--- src/pmsc_regs.svh ---
// Purpose: shared constants for the power state machine core
// Assumes: core clock period is given in nanoseconds
// Notes: definitions only
`ifndef PMSC_REGS_SVH
`define PMSC_REGS_SVH

`define PMSC_NUM_BUCK 6
`define PMSC_NUM_LINEAR 3
`define PMSC_CLK_PERIOD_NS 5
// Sequencer slot length, shortest spacing between two regulator steps
`define PMSC_SLOT_TIME_NS 2000
`define PMSC_SLOT_CYCLES ((`PMSC_SLOT_TIME_NS + `PMSC_CLK_PERIOD_NS - 1) / `PMSC_CLK_PERIOD_NS)

// Switching mode codes
`define PMSC_MODE_OFF 2'h0
`define PMSC_MODE_PWM 2'h1
`define PMSC_MODE_AUTOSKIP 2'h3

// Cause bit positions
`define PMSC_CAUSE_PU 0
`define PMSC_CAUSE_WD 1
`define PMSC_CAUSE_REG 2
`define PMSC_CAUSE_TSD 3

`endif
--- src/pmsc_pkg.sv ---
// Purpose: types of the power state machine core
// Assumes: pmsc_regs.svh sizes
// Notes: widths fixed here; the core checks its parameters against them
`default_nettype none
`include "pmsc_regs.svh"
package pmsc_pkg;
  localparam int NB = `PMSC_NUM_BUCK;
  localparam int NL = `PMSC_NUM_LINEAR;
  localparam int NR = NB + 1 + NL;

  typedef enum logic [3:0] {
    ST_LOW_POWER_OFF_STATE, ST_QUICK_POWER_UP_OFF_STATE, ST_PWR_UP, ST_RUN, ST_STANDBY,
    ST_WD_RESET, ST_PWR_DOWN, ST_FS_TRANS, ST_FS_LOCK
  } pmsc_state_e;

  typedef struct packed {
    logic [NB-1:0][7:0] buckVoltage;
    logic [NL-1:0][3:0] linearVoltage;
    logic [4:0] buckSevenVoltage;
    logic [NR-1:0] sequenceMember;
    logic [NR-1:0] standbyKeep;
    logic [3:0] resetSlot;
    logic clockSyncInputEnable;
    logic clockSyncOutputEnable;
    logic spreadSpectrumEnable;
    logic defaultSwitchingMode;
    logic failsafeBypass;
    logic [3:0] failsafeLimit;
    logic [3:0] watchdogEventLimit;
  } pmsc_fuse_s;

  typedef struct packed {
    logic [NB-1:0][7:0] buckRunVoltage;
    logic [NB-1:0][7:0] buckStandbyVoltage;
    logic [NL-1:0][3:0] linearRunVoltage;
    logic [NL-1:0][3:0] linearStandbyVoltage;
    logic [4:0] buckSevenVoltage;
    logic [NB-1:0][1:0] buckRunSwitchingMode;
    logic [NB-1:0][1:0] buckStandbySwitchingMode;
    logic [NL-1:0] linearRunEnable;
  } pmsc_cfg_s;

  typedef struct packed {
    logic trimLoadErrorFlag;
    logic fuseLoadErrorFlag;
    logic selfCheckErrorFlag;
  } pmsc_err_s;

  typedef struct packed {
    logic powerUpFailure;
    logic regulatorFailure;
    logic thermalShutdown;
  } pmsc_fault_s;
endpackage
`default_nettype wire

--- src/pmsc_core.sv ---
// Purpose: main power state machine with default loading and rail sequencing
// Assumes: fuse and error inputs are static and in the core clock domain
// Notes: pins (turn-on, standby, watchdog, io supply) are synchronised here
`timescale 1ns/100ps
`default_nettype none
`include "pmsc_regs.svh"

// How it works
// - Select bit set and no turn-on: wait in quick-power-up off state.
// - In quick-power-up off with io supply present, mirror access is granted.
// - Charger disabled in quick off until charger-off bit written in system-on.
// - Power-up event ignored while any trim, fuse or self-check error flag.
// - Defaults copied from fuses into functional registers on power-up.
// - Power up enables sequenced regulators one after another in order.
// - Reset release at its slot enters run; later rails keep powering up.
// - Host access to functional registers granted in run and standby.
// - Successful power up enters run with processor reset driven high.
// - Run and standby setpoints of bucks and linears load from fuses.
// - Seventh buck shares one 5-bit voltage loaded from its fuse.
// - Sync-in, sync-out or spread spectrum fuse forces PWM mode code.
// - Otherwise mode from switching fuse: 0 autoskip, 1 PWM.
// - Buck outside the sequence gets off mode code.
// - Linear enable defaults to 1 if sequenced, else 0.
// - Standby entered when standby pin equals the polarity-selected level.
// - Rails disabled by standby settings are sequenced down on entry.
// - Watchdog reset counts events; limit reached goes fail-safe else hard reset.
// - Power down disables all rails in reverse order, then off or fail-safe.
// - Fail-safe entry sets power-up, watchdog, regulator or thermal cause.
// - Cause bits persist; cleared by write-1 in system-on after power-up.
// - Fail-safe transition without bypass locks if the fail-safe counter equals its limit, else increments it.
// - From low-power off with select set and no event, move to quick off.
// - Bypass fuse set: fail-safe transition always exits to low-power off.
module pmsc_core #(
  parameter int NUM_BUCK = `PMSC_NUM_BUCK,
  parameter int NUM_LINEAR = `PMSC_NUM_LINEAR,
  parameter int SLOT_CYCLES = `PMSC_SLOT_CYCLES
) (
  // Clock and reset
  input wire logic core_clk,
  input wire logic rst_b,
  // Pins from the system
  input wire logic turnOnEventPin,
  input wire logic standbyPin,
  input wire logic watchdogInputPin,
  input wire logic ioSupplyPresent,
  // Control bits and internal events
  input wire logic lowPowerOffSelect,
  input wire logic standbyPolaritySelect,
  input wire logic backupCellChargerDisable,
  input wire logic backupCellChargerWrite,
  input wire logic turnOffRequest,
  input wire logic internalWatchdogEvent,
  input wire logic [3:0] failCauseClear,
  input wire pmsc_pkg::pmsc_err_s errorFlags,
  input wire pmsc_pkg::pmsc_fault_s faults,
  input wire pmsc_pkg::pmsc_fuse_s fuse,
  // Regulators and processor
  output logic [pmsc_pkg::NR-1:0] regulatorEnable,
  output logic processorResetOut,
  output pmsc_pkg::pmsc_cfg_s functionalConfig,
  // Status
  output pmsc_pkg::pmsc_state_e machineState,
  output logic [3:0] failCause,
  output logic [3:0] watchdogEventCounter,
  output logic [3:0] failsafeCounter,
  output logic mirrorAccessGrant,
  output logic hostAccessGrant,
  output logic chargerDisableOut
);
  localparam int NR = pmsc_pkg::NR;
  localparam int NB = pmsc_pkg::NB;
  if (NUM_BUCK != pmsc_pkg::NB || NUM_LINEAR != pmsc_pkg::NL || SLOT_CYCLES < 1
      || SLOT_CYCLES > 65535)
  begin : gCheck
    $error("pmsc_core: unsupported parameter values");
  end
  typedef struct packed {
    pmsc_pkg::pmsc_state_e state;
    logic [3:0] syncA;
    logic [3:0] syncB;
    logic wdiLast;
    logic [15:0] slotCnt;
    logic [NR-1:0] regEn;
    logic rstOut;
    logic faultPath;
    logic [3:0] pendCause;
    logic [3:0] failCause;
    logic [3:0] wdCnt;
    logic [3:0] fsCnt;
    logic chgProgrammed;
    logic chgDisable;
    logic mirrorOk;
    logic hostOk;
    pmsc_pkg::pmsc_cfg_s cfg;
  } pmsc_core_s;
  pmsc_core_s st_reg;
  pmsc_core_s st_next;
  // Lowest set bit as a one-hot mask
  function automatic logic [NR-1:0] lowestBit(input logic [NR-1:0] v);
    return v & (~v + NR'(1));
  endfunction
  // Highest set bit as a one-hot mask
  function automatic logic [NR-1:0] highestBit(input logic [NR-1:0] v);
    logic [NR-1:0] r;
    r = '0;
    for (int i = 0; i < NR; i++)
      if (v[i])
        r = NR'(1) << i;
    return r;
  endfunction
  // Default switching mode of one buck
  function automatic logic [1:0] bootMode(input logic member, input pmsc_pkg::pmsc_fuse_s f);
    if (!member)
      return `PMSC_MODE_OFF;
    if (f.clockSyncInputEnable || f.clockSyncOutputEnable || f.spreadSpectrumEnable)
      return `PMSC_MODE_PWM;
    return f.defaultSwitchingMode ? `PMSC_MODE_PWM : `PMSC_MODE_AUTOSKIP;
  endfunction
  logic turnOn;
  logic standbyLevel;
  logic ioPresent;
  logic wdiLevel;
  logic [NR-1:0] target;
  logic slotTick;
  logic watchdogHit;
  logic powerUpAllowed;
  logic systemOn;
  always_comb
  begin
    st_next = st_reg;
    turnOn = st_reg.syncB[0];
    standbyLevel = st_reg.syncB[1];
    ioPresent = st_reg.syncB[2];
    wdiLevel = st_reg.syncB[3];
    // Pins reach logic only through the second stage
    st_next.syncA = {watchdogInputPin, ioSupplyPresent, standbyPin, turnOnEventPin};
    st_next.syncB = st_reg.syncA;
    st_next.wdiLast = wdiLevel;
    systemOn = (st_reg.state == pmsc_pkg::ST_RUN) || (st_reg.state == pmsc_pkg::ST_STANDBY);
    watchdogHit = systemOn && ((wdiLevel != st_reg.wdiLast) || internalWatchdogEvent);
    powerUpAllowed = turnOn && !(errorFlags.trimLoadErrorFlag || errorFlags.fuseLoadErrorFlag
                                 || errorFlags.selfCheckErrorFlag);
    // Sequencer target per state
    case (st_reg.state)
      pmsc_pkg::ST_PWR_UP, pmsc_pkg::ST_RUN: target = fuse.sequenceMember;
      // rails not kept in standby go down
      pmsc_pkg::ST_STANDBY: target = fuse.sequenceMember & fuse.standbyKeep;
      default: target = '0;
    endcase

    // Slot divider: one regulator step per slot
    slotTick = (st_reg.slotCnt == 16'(SLOT_CYCLES - 1));
    st_next.slotCnt = slotTick ? 16'h0000 : st_reg.slotCnt + 16'h0001;
    if (slotTick)
    begin
      if ((target & ~st_reg.regEn) != '0)
        st_next.regEn = st_reg.regEn | lowestBit(target & ~st_reg.regEn);
      else if ((st_reg.regEn & ~target) != '0)
        st_next.regEn = st_reg.regEn & ~highestBit(st_reg.regEn & ~target);
    end

    // clear by write 1 only in system-on, a new cause wins
    if (systemOn)
      st_next.failCause = st_reg.failCause & ~failCauseClear;

    // charger follows the bit once written in system-on
    if (systemOn && backupCellChargerWrite)
    begin
      st_next.chgProgrammed = 1'b1;
      st_next.chgDisable = backupCellChargerDisable;
    end
    if (st_reg.state == pmsc_pkg::ST_QUICK_POWER_UP_OFF_STATE && !st_reg.chgProgrammed)
      st_next.chgDisable = 1'b1;

    case (st_reg.state)
      pmsc_pkg::ST_LOW_POWER_OFF_STATE:
      begin
        st_next.rstOut = 1'b0;
        if (powerUpAllowed)
          st_next.state = pmsc_pkg::ST_PWR_UP;
        else if (lowPowerOffSelect && !turnOn)
          st_next.state = pmsc_pkg::ST_QUICK_POWER_UP_OFF_STATE;
      end
      pmsc_pkg::ST_QUICK_POWER_UP_OFF_STATE:
      begin
        if (powerUpAllowed)
          st_next.state = pmsc_pkg::ST_PWR_UP;
        else if (!lowPowerOffSelect)
          st_next.state = pmsc_pkg::ST_LOW_POWER_OFF_STATE;
      end
      pmsc_pkg::ST_PWR_UP, pmsc_pkg::ST_WD_RESET:
      begin
        if (st_reg.state == pmsc_pkg::ST_WD_RESET)
        begin
          // Hard reset: all rails down first, then a fresh power up
          st_next.rstOut = 1'b0;
          if (st_reg.regEn == '0)
            st_next.state = pmsc_pkg::ST_PWR_UP;
        end
        else if (faults.powerUpFailure || faults.regulatorFailure
                 || faults.thermalShutdown)
        begin
          st_next.state = pmsc_pkg::ST_PWR_DOWN;
          st_next.faultPath = 1'b1;
          st_next.pendCause[`PMSC_CAUSE_PU] = faults.powerUpFailure;
          st_next.pendCause[`PMSC_CAUSE_REG] = faults.regulatorFailure;
          st_next.pendCause[`PMSC_CAUSE_TSD] = faults.thermalShutdown;
        end
        // reset slot reached, or whole sequence done
        else if ((fuse.resetSlot < 4'(NR) && st_reg.regEn[fuse.resetSlot[3:0]])
                 || st_reg.regEn == fuse.sequenceMember)
        begin
          st_next.state = pmsc_pkg::ST_RUN;
          st_next.rstOut = 1'b1;
        end
      end
      pmsc_pkg::ST_RUN, pmsc_pkg::ST_STANDBY:
      begin
        st_next.state = (standbyLevel == standbyPolaritySelect) ? pmsc_pkg::ST_STANDBY
                                                                : pmsc_pkg::ST_RUN;
        if (faults.regulatorFailure || faults.thermalShutdown)
        begin
          st_next.state = pmsc_pkg::ST_PWR_DOWN;
          st_next.faultPath = 1'b1;
          st_next.pendCause[`PMSC_CAUSE_REG] = faults.regulatorFailure;
          st_next.pendCause[`PMSC_CAUSE_TSD] = faults.thermalShutdown;
          st_next.rstOut = 1'b0;
        end
        else if (watchdogHit)
        begin
          st_next.wdCnt = st_reg.wdCnt + 4'h1;
          st_next.rstOut = 1'b0;
          if (st_reg.wdCnt + 4'h1 == fuse.watchdogEventLimit)
          begin
            st_next.state = pmsc_pkg::ST_PWR_DOWN;
            st_next.faultPath = 1'b1;
            st_next.pendCause[`PMSC_CAUSE_WD] = 1'b1;
          end
          else
            st_next.state = pmsc_pkg::ST_WD_RESET;
        end
        else if (turnOffRequest)
        begin
          st_next.state = pmsc_pkg::ST_PWR_DOWN;
          st_next.faultPath = 1'b0;
          st_next.rstOut = 1'b0;
        end
      end
      pmsc_pkg::ST_PWR_DOWN:
      begin
        st_next.rstOut = 1'b0;
        // after the last rail, off or fail-safe
        if (st_reg.regEn == '0)
          st_next.state = st_reg.faultPath ? pmsc_pkg::ST_FS_TRANS : pmsc_pkg::ST_LOW_POWER_OFF_STATE;
      end
      pmsc_pkg::ST_FS_TRANS:
      begin
        st_next.failCause = st_reg.failCause | st_reg.pendCause;
        st_next.pendCause = 4'h0;
        st_next.faultPath = 1'b0;
        if (fuse.failsafeBypass)
          st_next.state = pmsc_pkg::ST_LOW_POWER_OFF_STATE;
        else if (st_reg.fsCnt == fuse.failsafeLimit)
          st_next.state = pmsc_pkg::ST_FS_LOCK;
        else
        begin
          st_next.fsCnt = st_reg.fsCnt + 4'h1;
          st_next.state = pmsc_pkg::ST_LOW_POWER_OFF_STATE;
        end
      end
      pmsc_pkg::ST_FS_LOCK:
        st_next.state = pmsc_pkg::ST_FS_LOCK;
      default:
        st_next.state = pmsc_pkg::ST_LOW_POWER_OFF_STATE;
    endcase
    // defaults loaded on entry to power up
    if (st_next.state == pmsc_pkg::ST_PWR_UP && st_reg.state != pmsc_pkg::ST_PWR_UP)
    begin
      // run and standby from the same fuses
      st_next.cfg.buckRunVoltage = fuse.buckVoltage;
      st_next.cfg.buckStandbyVoltage = fuse.buckVoltage;
      st_next.cfg.linearRunVoltage = fuse.linearVoltage;
      st_next.cfg.linearStandbyVoltage = fuse.linearVoltage;
      st_next.cfg.buckSevenVoltage = fuse.buckSevenVoltage;
      for (int b = 0; b < NB; b++)
      begin
        st_next.cfg.buckRunSwitchingMode[b] = bootMode(fuse.sequenceMember[b], fuse);
        st_next.cfg.buckStandbySwitchingMode[b] = bootMode(fuse.sequenceMember[b], fuse);
      end
      st_next.cfg.linearRunEnable = fuse.sequenceMember[NR-1:NB+1];
    end
    // mirror access in quick off with io supply
    st_next.mirrorOk = (st_next.state == pmsc_pkg::ST_QUICK_POWER_UP_OFF_STATE) && ioPresent;
    st_next.hostOk = (st_next.state == pmsc_pkg::ST_RUN)
                     || (st_next.state == pmsc_pkg::ST_STANDBY);
  end
  always_ff @(posedge core_clk or negedge rst_b)
  begin
    if (!rst_b)
    begin
      st_reg <= '0;
      st_reg.state <= pmsc_pkg::ST_LOW_POWER_OFF_STATE;
      st_reg.chgDisable <= 1'b1;
    end
    else
      st_reg <= st_next;
  end
  assign regulatorEnable = st_reg.regEn;
  assign processorResetOut = st_reg.rstOut;
  assign functionalConfig = st_reg.cfg;
  assign machineState = st_reg.state;
  assign failCause = st_reg.failCause;
  assign watchdogEventCounter = st_reg.wdCnt;
  assign failsafeCounter = st_reg.fsCnt;
  assign mirrorAccessGrant = st_reg.mirrorOk;
  assign hostAccessGrant = st_reg.hostOk;
  assign chargerDisableOut = st_reg.chgDisable;
endmodule
`default_nettype wire

--- config.mk ---
export PLATFORM = sky130hd
export DESIGN_NAME = pmsc_core
export DESIGN_NICKNAME = d
export VERILOG_FILES = /design/src/pmsc_pkg.sv /design/src/pmsc_core.sv
export VERILOG_INCLUDE_DIRS = /design/src
export SDC_FILE = /design/constraint.sdc
export NUM_CORES = 1
export LEC_CHECK = 0
export BUFFER_PORTS_ARGS = -buffer_cell sky130_fd_sc_hd__buf_4
export CAP_MARGIN = 20
export CORE_AREA = 2 2 137 139
export CTS_BUF_LIST = sky130_fd_sc_hd__clkbuf_4
export DETAILED_ROUTE_END_ITERATION = 8
export DIE_AREA = 0 0 139 141
export PLACE_DENSITY = 0.72
export REMOVE_ABC_BUFFERS = 1
export SYNTH_ARGS = -nofsm -noshare
export SYNTH_HDL_FRONTEND = slang
export SYNTH_SLANG_ARGS = --single-unit
export TNS_END_PERCENT = 50
--- constraint.sdc ---
create_clock -name core_clk -period 3.6 [get_ports core_clk]
set_input_delay 0.36 -clock core_clk [delete_from_list [all_inputs] [get_ports core_clk]]
set_output_delay 0.36 -clock core_clk [all_outputs]
set_load 0.05 [all_outputs]
==> metrics.cfg <==
[placement]
dp_hpwl_mm = 14.7
dp.cells = 1075
preCtsSetupSlack_ps = 703
io_buffers = 305
gp_congestion = 0.894

[clock_tree]
cts_resized = 0
cts_buffer_depth = 2
htree_levels = 4
post_cts_buffers = 0
cts_buffers = 17
insertion_delay_ps = 540
clkTransAtPathRegs_ps = 140
cts_tree = yes
cts.sinks = 141
root_buffer = clkbuf_4

[die]
core_um2 = 18300
rows = 50
initial_utilization = 0.437
die-area_um2 = 19600
die_w_um = 139
dieHeight_um = 141
ios = 306

[worst_setup_path]
timing.critical_path.buf_inv = 0
crit_arrival_ps = 3450
crit_fanout = 23
rr_worst_depth = 7
slowest_stage = dfrtp_1
path_depth = 7
crit_family = simple AND/OR/NAND/NOR gates
r2r_slack_ps = 580
slowest_delay_ps = 810
worstSetupStartpointType = flip-flop
reg2reg_from = machineState[1]$_DFF_PN0_
worstPathRequired_ps = 4030
crit_type = reg -> reg
path_cells = nor2b_1, o21ai_0, o22ai_1, nor3_4, nor4_1, a21oi_1, a31oi_1
reg2reg_to = regulatorEnable[5]$_DFFE_PN0P_
crit_path_end_kind = flip-flop

[grt]
grt_pass1_vias = 5752
grtUsageTotal = 0.200
grt_pass1_wl_mm = 30.9
grt_max_degree = 96
gr-total-overflow = 0
antenna_found_initial = 2

[hold_path]
hold_class = in -> reg
min_from = faults[1]
holdPathEnd = st_reg[170]$_DFFE_PN0P_
whs_path_depth = 2

[synthesis]
synth_seq_cells = 141
synth_top_area_frac = 0.438
synth_edf_count = 0
yosysWarnings = 0
synthMuxAreaShare = 0.120
ys_top_cells_by_area = dfrtp_1 (44%), buf_4 (18%), mux2_2 (11%), xnor2_1 (2.7%), nor2_1 (1.9%)
async_flop_share = 1.00
synth_top_family_by_area = buffers and inverters
synth_seq_area_share = 0.442
netlist_area_um2 = 7990
yosysTopAreaCell = dfrtp_1
synth_top_flop_cell = dfrtp_1
synth_compound_gate_area_share = 0.0709
synthAdderAreaFrac = 0.00470
synth_xor_area_frac = 0.0449
synth_simple_gate_area_frac = 0.120
avgSynthCellArea_um2 = 10.9
synthCells = 736
synth.distinct_cells = 70

[final_layout]
nets = 1051
seqCellArea_um2 = 3530
instances_no_fill = 1172
fillCellCount = 1575
fin_util = 0.553
largest_register_ffs = 80
syn_to_final_growth_pct = 26.4
layout-drive-gt1-share = 0.474
multi_input_area_um2 = 2890

[routing]
first_pass_iters = 5
wl_per_cell_um = 17.3
first_iter_violations = 354
route.detailed.drc = 0
wirelength_mm = 20.3
viasPerCell = 5.02
ant_nets = 0
vias = 5884

[timing]
setup_violations = 0
rsz0062_at_grt = no
finalWorstSetupSlack_ps = 582
finalHoldViolations = 0
relSlewSlack = 0.405
finalCritPeriodShare = 0.838
fmax_ghz = 0.331
worstMarginPinSlew_ps = 892
finalClockSkew_ps = 34.1
timing.final.crit_period_ps = 3020
fin_hold_ws_ps = 58.3
slew_viol_final = 0

[pwr]
pwr-share-seq = 0.270
p_per_area_nw_per_um2 = 994
cellLeakagePower_nw = 4.90
power.share.switching = 0.551
p_clk_frac = 0.105
switching_power_mw = 5.53
combPwrFrac = 0.625
intPower_mw = 4.51
finalPower_mw = 10.0
irDropWorstVdd_v = 0.00110

[job]
max_cap_violations = 0

[outcome]
status = finished clean

cell usage after synthesis (all sizes together), types with 2 or more instances:
cell type / number
a31oi: 7
nor3: 9
clkbuf: 11
and4bb: 7
xnor2: 25
o41ai: 3
and3b: 2
nor3b: 3
nor2: 41
ha: 3
nand4: 12
nand4b: 2
nand3: 18
nor4: 12
mux4: 2
nand2b: 3
or2: 3
or3: 4
a221oi: 2
nor4bb: 5
o211ai: 5
mux2i: 5
nor2b: 4
nand2: 24
nand3b: 2
xor2: 16
o21ai: 12
and3: 5
o221ai: 2
a21oi: 16
o22ai: 6
o2111ai: 3
a22o: 9
inv: 17
dfrtp: 140
nor4b: 2
mux2: 77
and2: 3
buf: 198
through the flow:
stage	instance area, um2	TNS, ps
CTS	9860	0
global placement	9170	0
floorplan	6480	-25780
global route	10100	0
detailed placement	9170	0
finish	10100	0
layer usage:
layer	wire length, um	GRT usage
met5	0	0
met3	1130	0.0452
met1	8470	0.262
met4	322	0.0564
met2	10300	0.336
cell usage in the layout, fill, tap and decap left out, drive strengths merged, types with 4 or more instances in the layout:
cell type	n
a22o	9
or3	4
nand2	24
and4bb	7
nor4bb	5
o211ai	5
dlygate4sd3	64
nor4	12
inv	24
buf	314
clkbuf	18
a31oi	7
nor2	41
clkinvlp	4
mux2	77
and3	5
xnor2	25
dfrtp	140
nand3	18
nand4	12
a21oi	16
nor3	9
xor2	16
o21ai	12
o22ai	6
nor2b	4
mux2i	5
cells by family (layout without fill, tap and decap cells):
family,after synthesis,count (layout)
xor+xnor,41,41
other cells,0,2
flops,141,141
compound gates,76,76
buf+inv,226,426
fa+ha+maj,3,3
mux,84,84
simple gates,165,165
layout make-up:
type / count / area share
Inverter: 17 / 0.00632
Clock buffer: 18 / 0.0134
Tap cell: 234 / 0.0290
Antenna cell: 2 / 0.000496
Sequential cell: 141 / 0.349
Timing Repair Buffer: 378 / 0.300
Clock inverter: 13 / 0.0152
Multi-Input combinational cell: 369 / 0.286
what timing repair did:
item	CTS	global route
hold buffers	41	23
hold endpoints to repair	133	23
endpoints found under the setup margin	0	0
power groups by stage:
stage | registers (mW) | clock network [mW] | logic (mW)
floorplan | 5.87 | 0 | 1.00
global placement | 2.71 | 0 | 6.16
detailed placement | 2.72 | 0 | 6.21
CTS | 2.70 | 1.10 | 6.25
global route | 2.80 | 1.17 | 6.49
finish | 2.71 | 1.06 | 6.27
how the worst max path moves through the flow:
stage | from | end | slack [ps]
after global placement | machineState[1]$_DFF_PN0_ | regulatorEnable[5]$_DFFE_PN0P_ | 790
after global routing | machineState[1]$_DFF_PN0_ | regulatorEnable[8]$_DFFE_PN0P_ | 300
final | machineState[1]$_DFF_PN0_ | regulatorEnable[5]$_DFFE_PN0P_ | 580
after floorplan | regulatorEnable[5]$_DFFE_PN0P_ | functionalConfig[0]$_DFFE_PN0P_ | -330
after CTS | machineState[1]$_DFF_PN0_ | regulatorEnable[5]$_DFFE_PN0P_ | 670
after detailed placement | machineState[1]$_DFF_PN0_ | regulatorEnable[5]$_DFFE_PN0P_ | 700
Note: power is estimated with default switching activity, not from simulation.
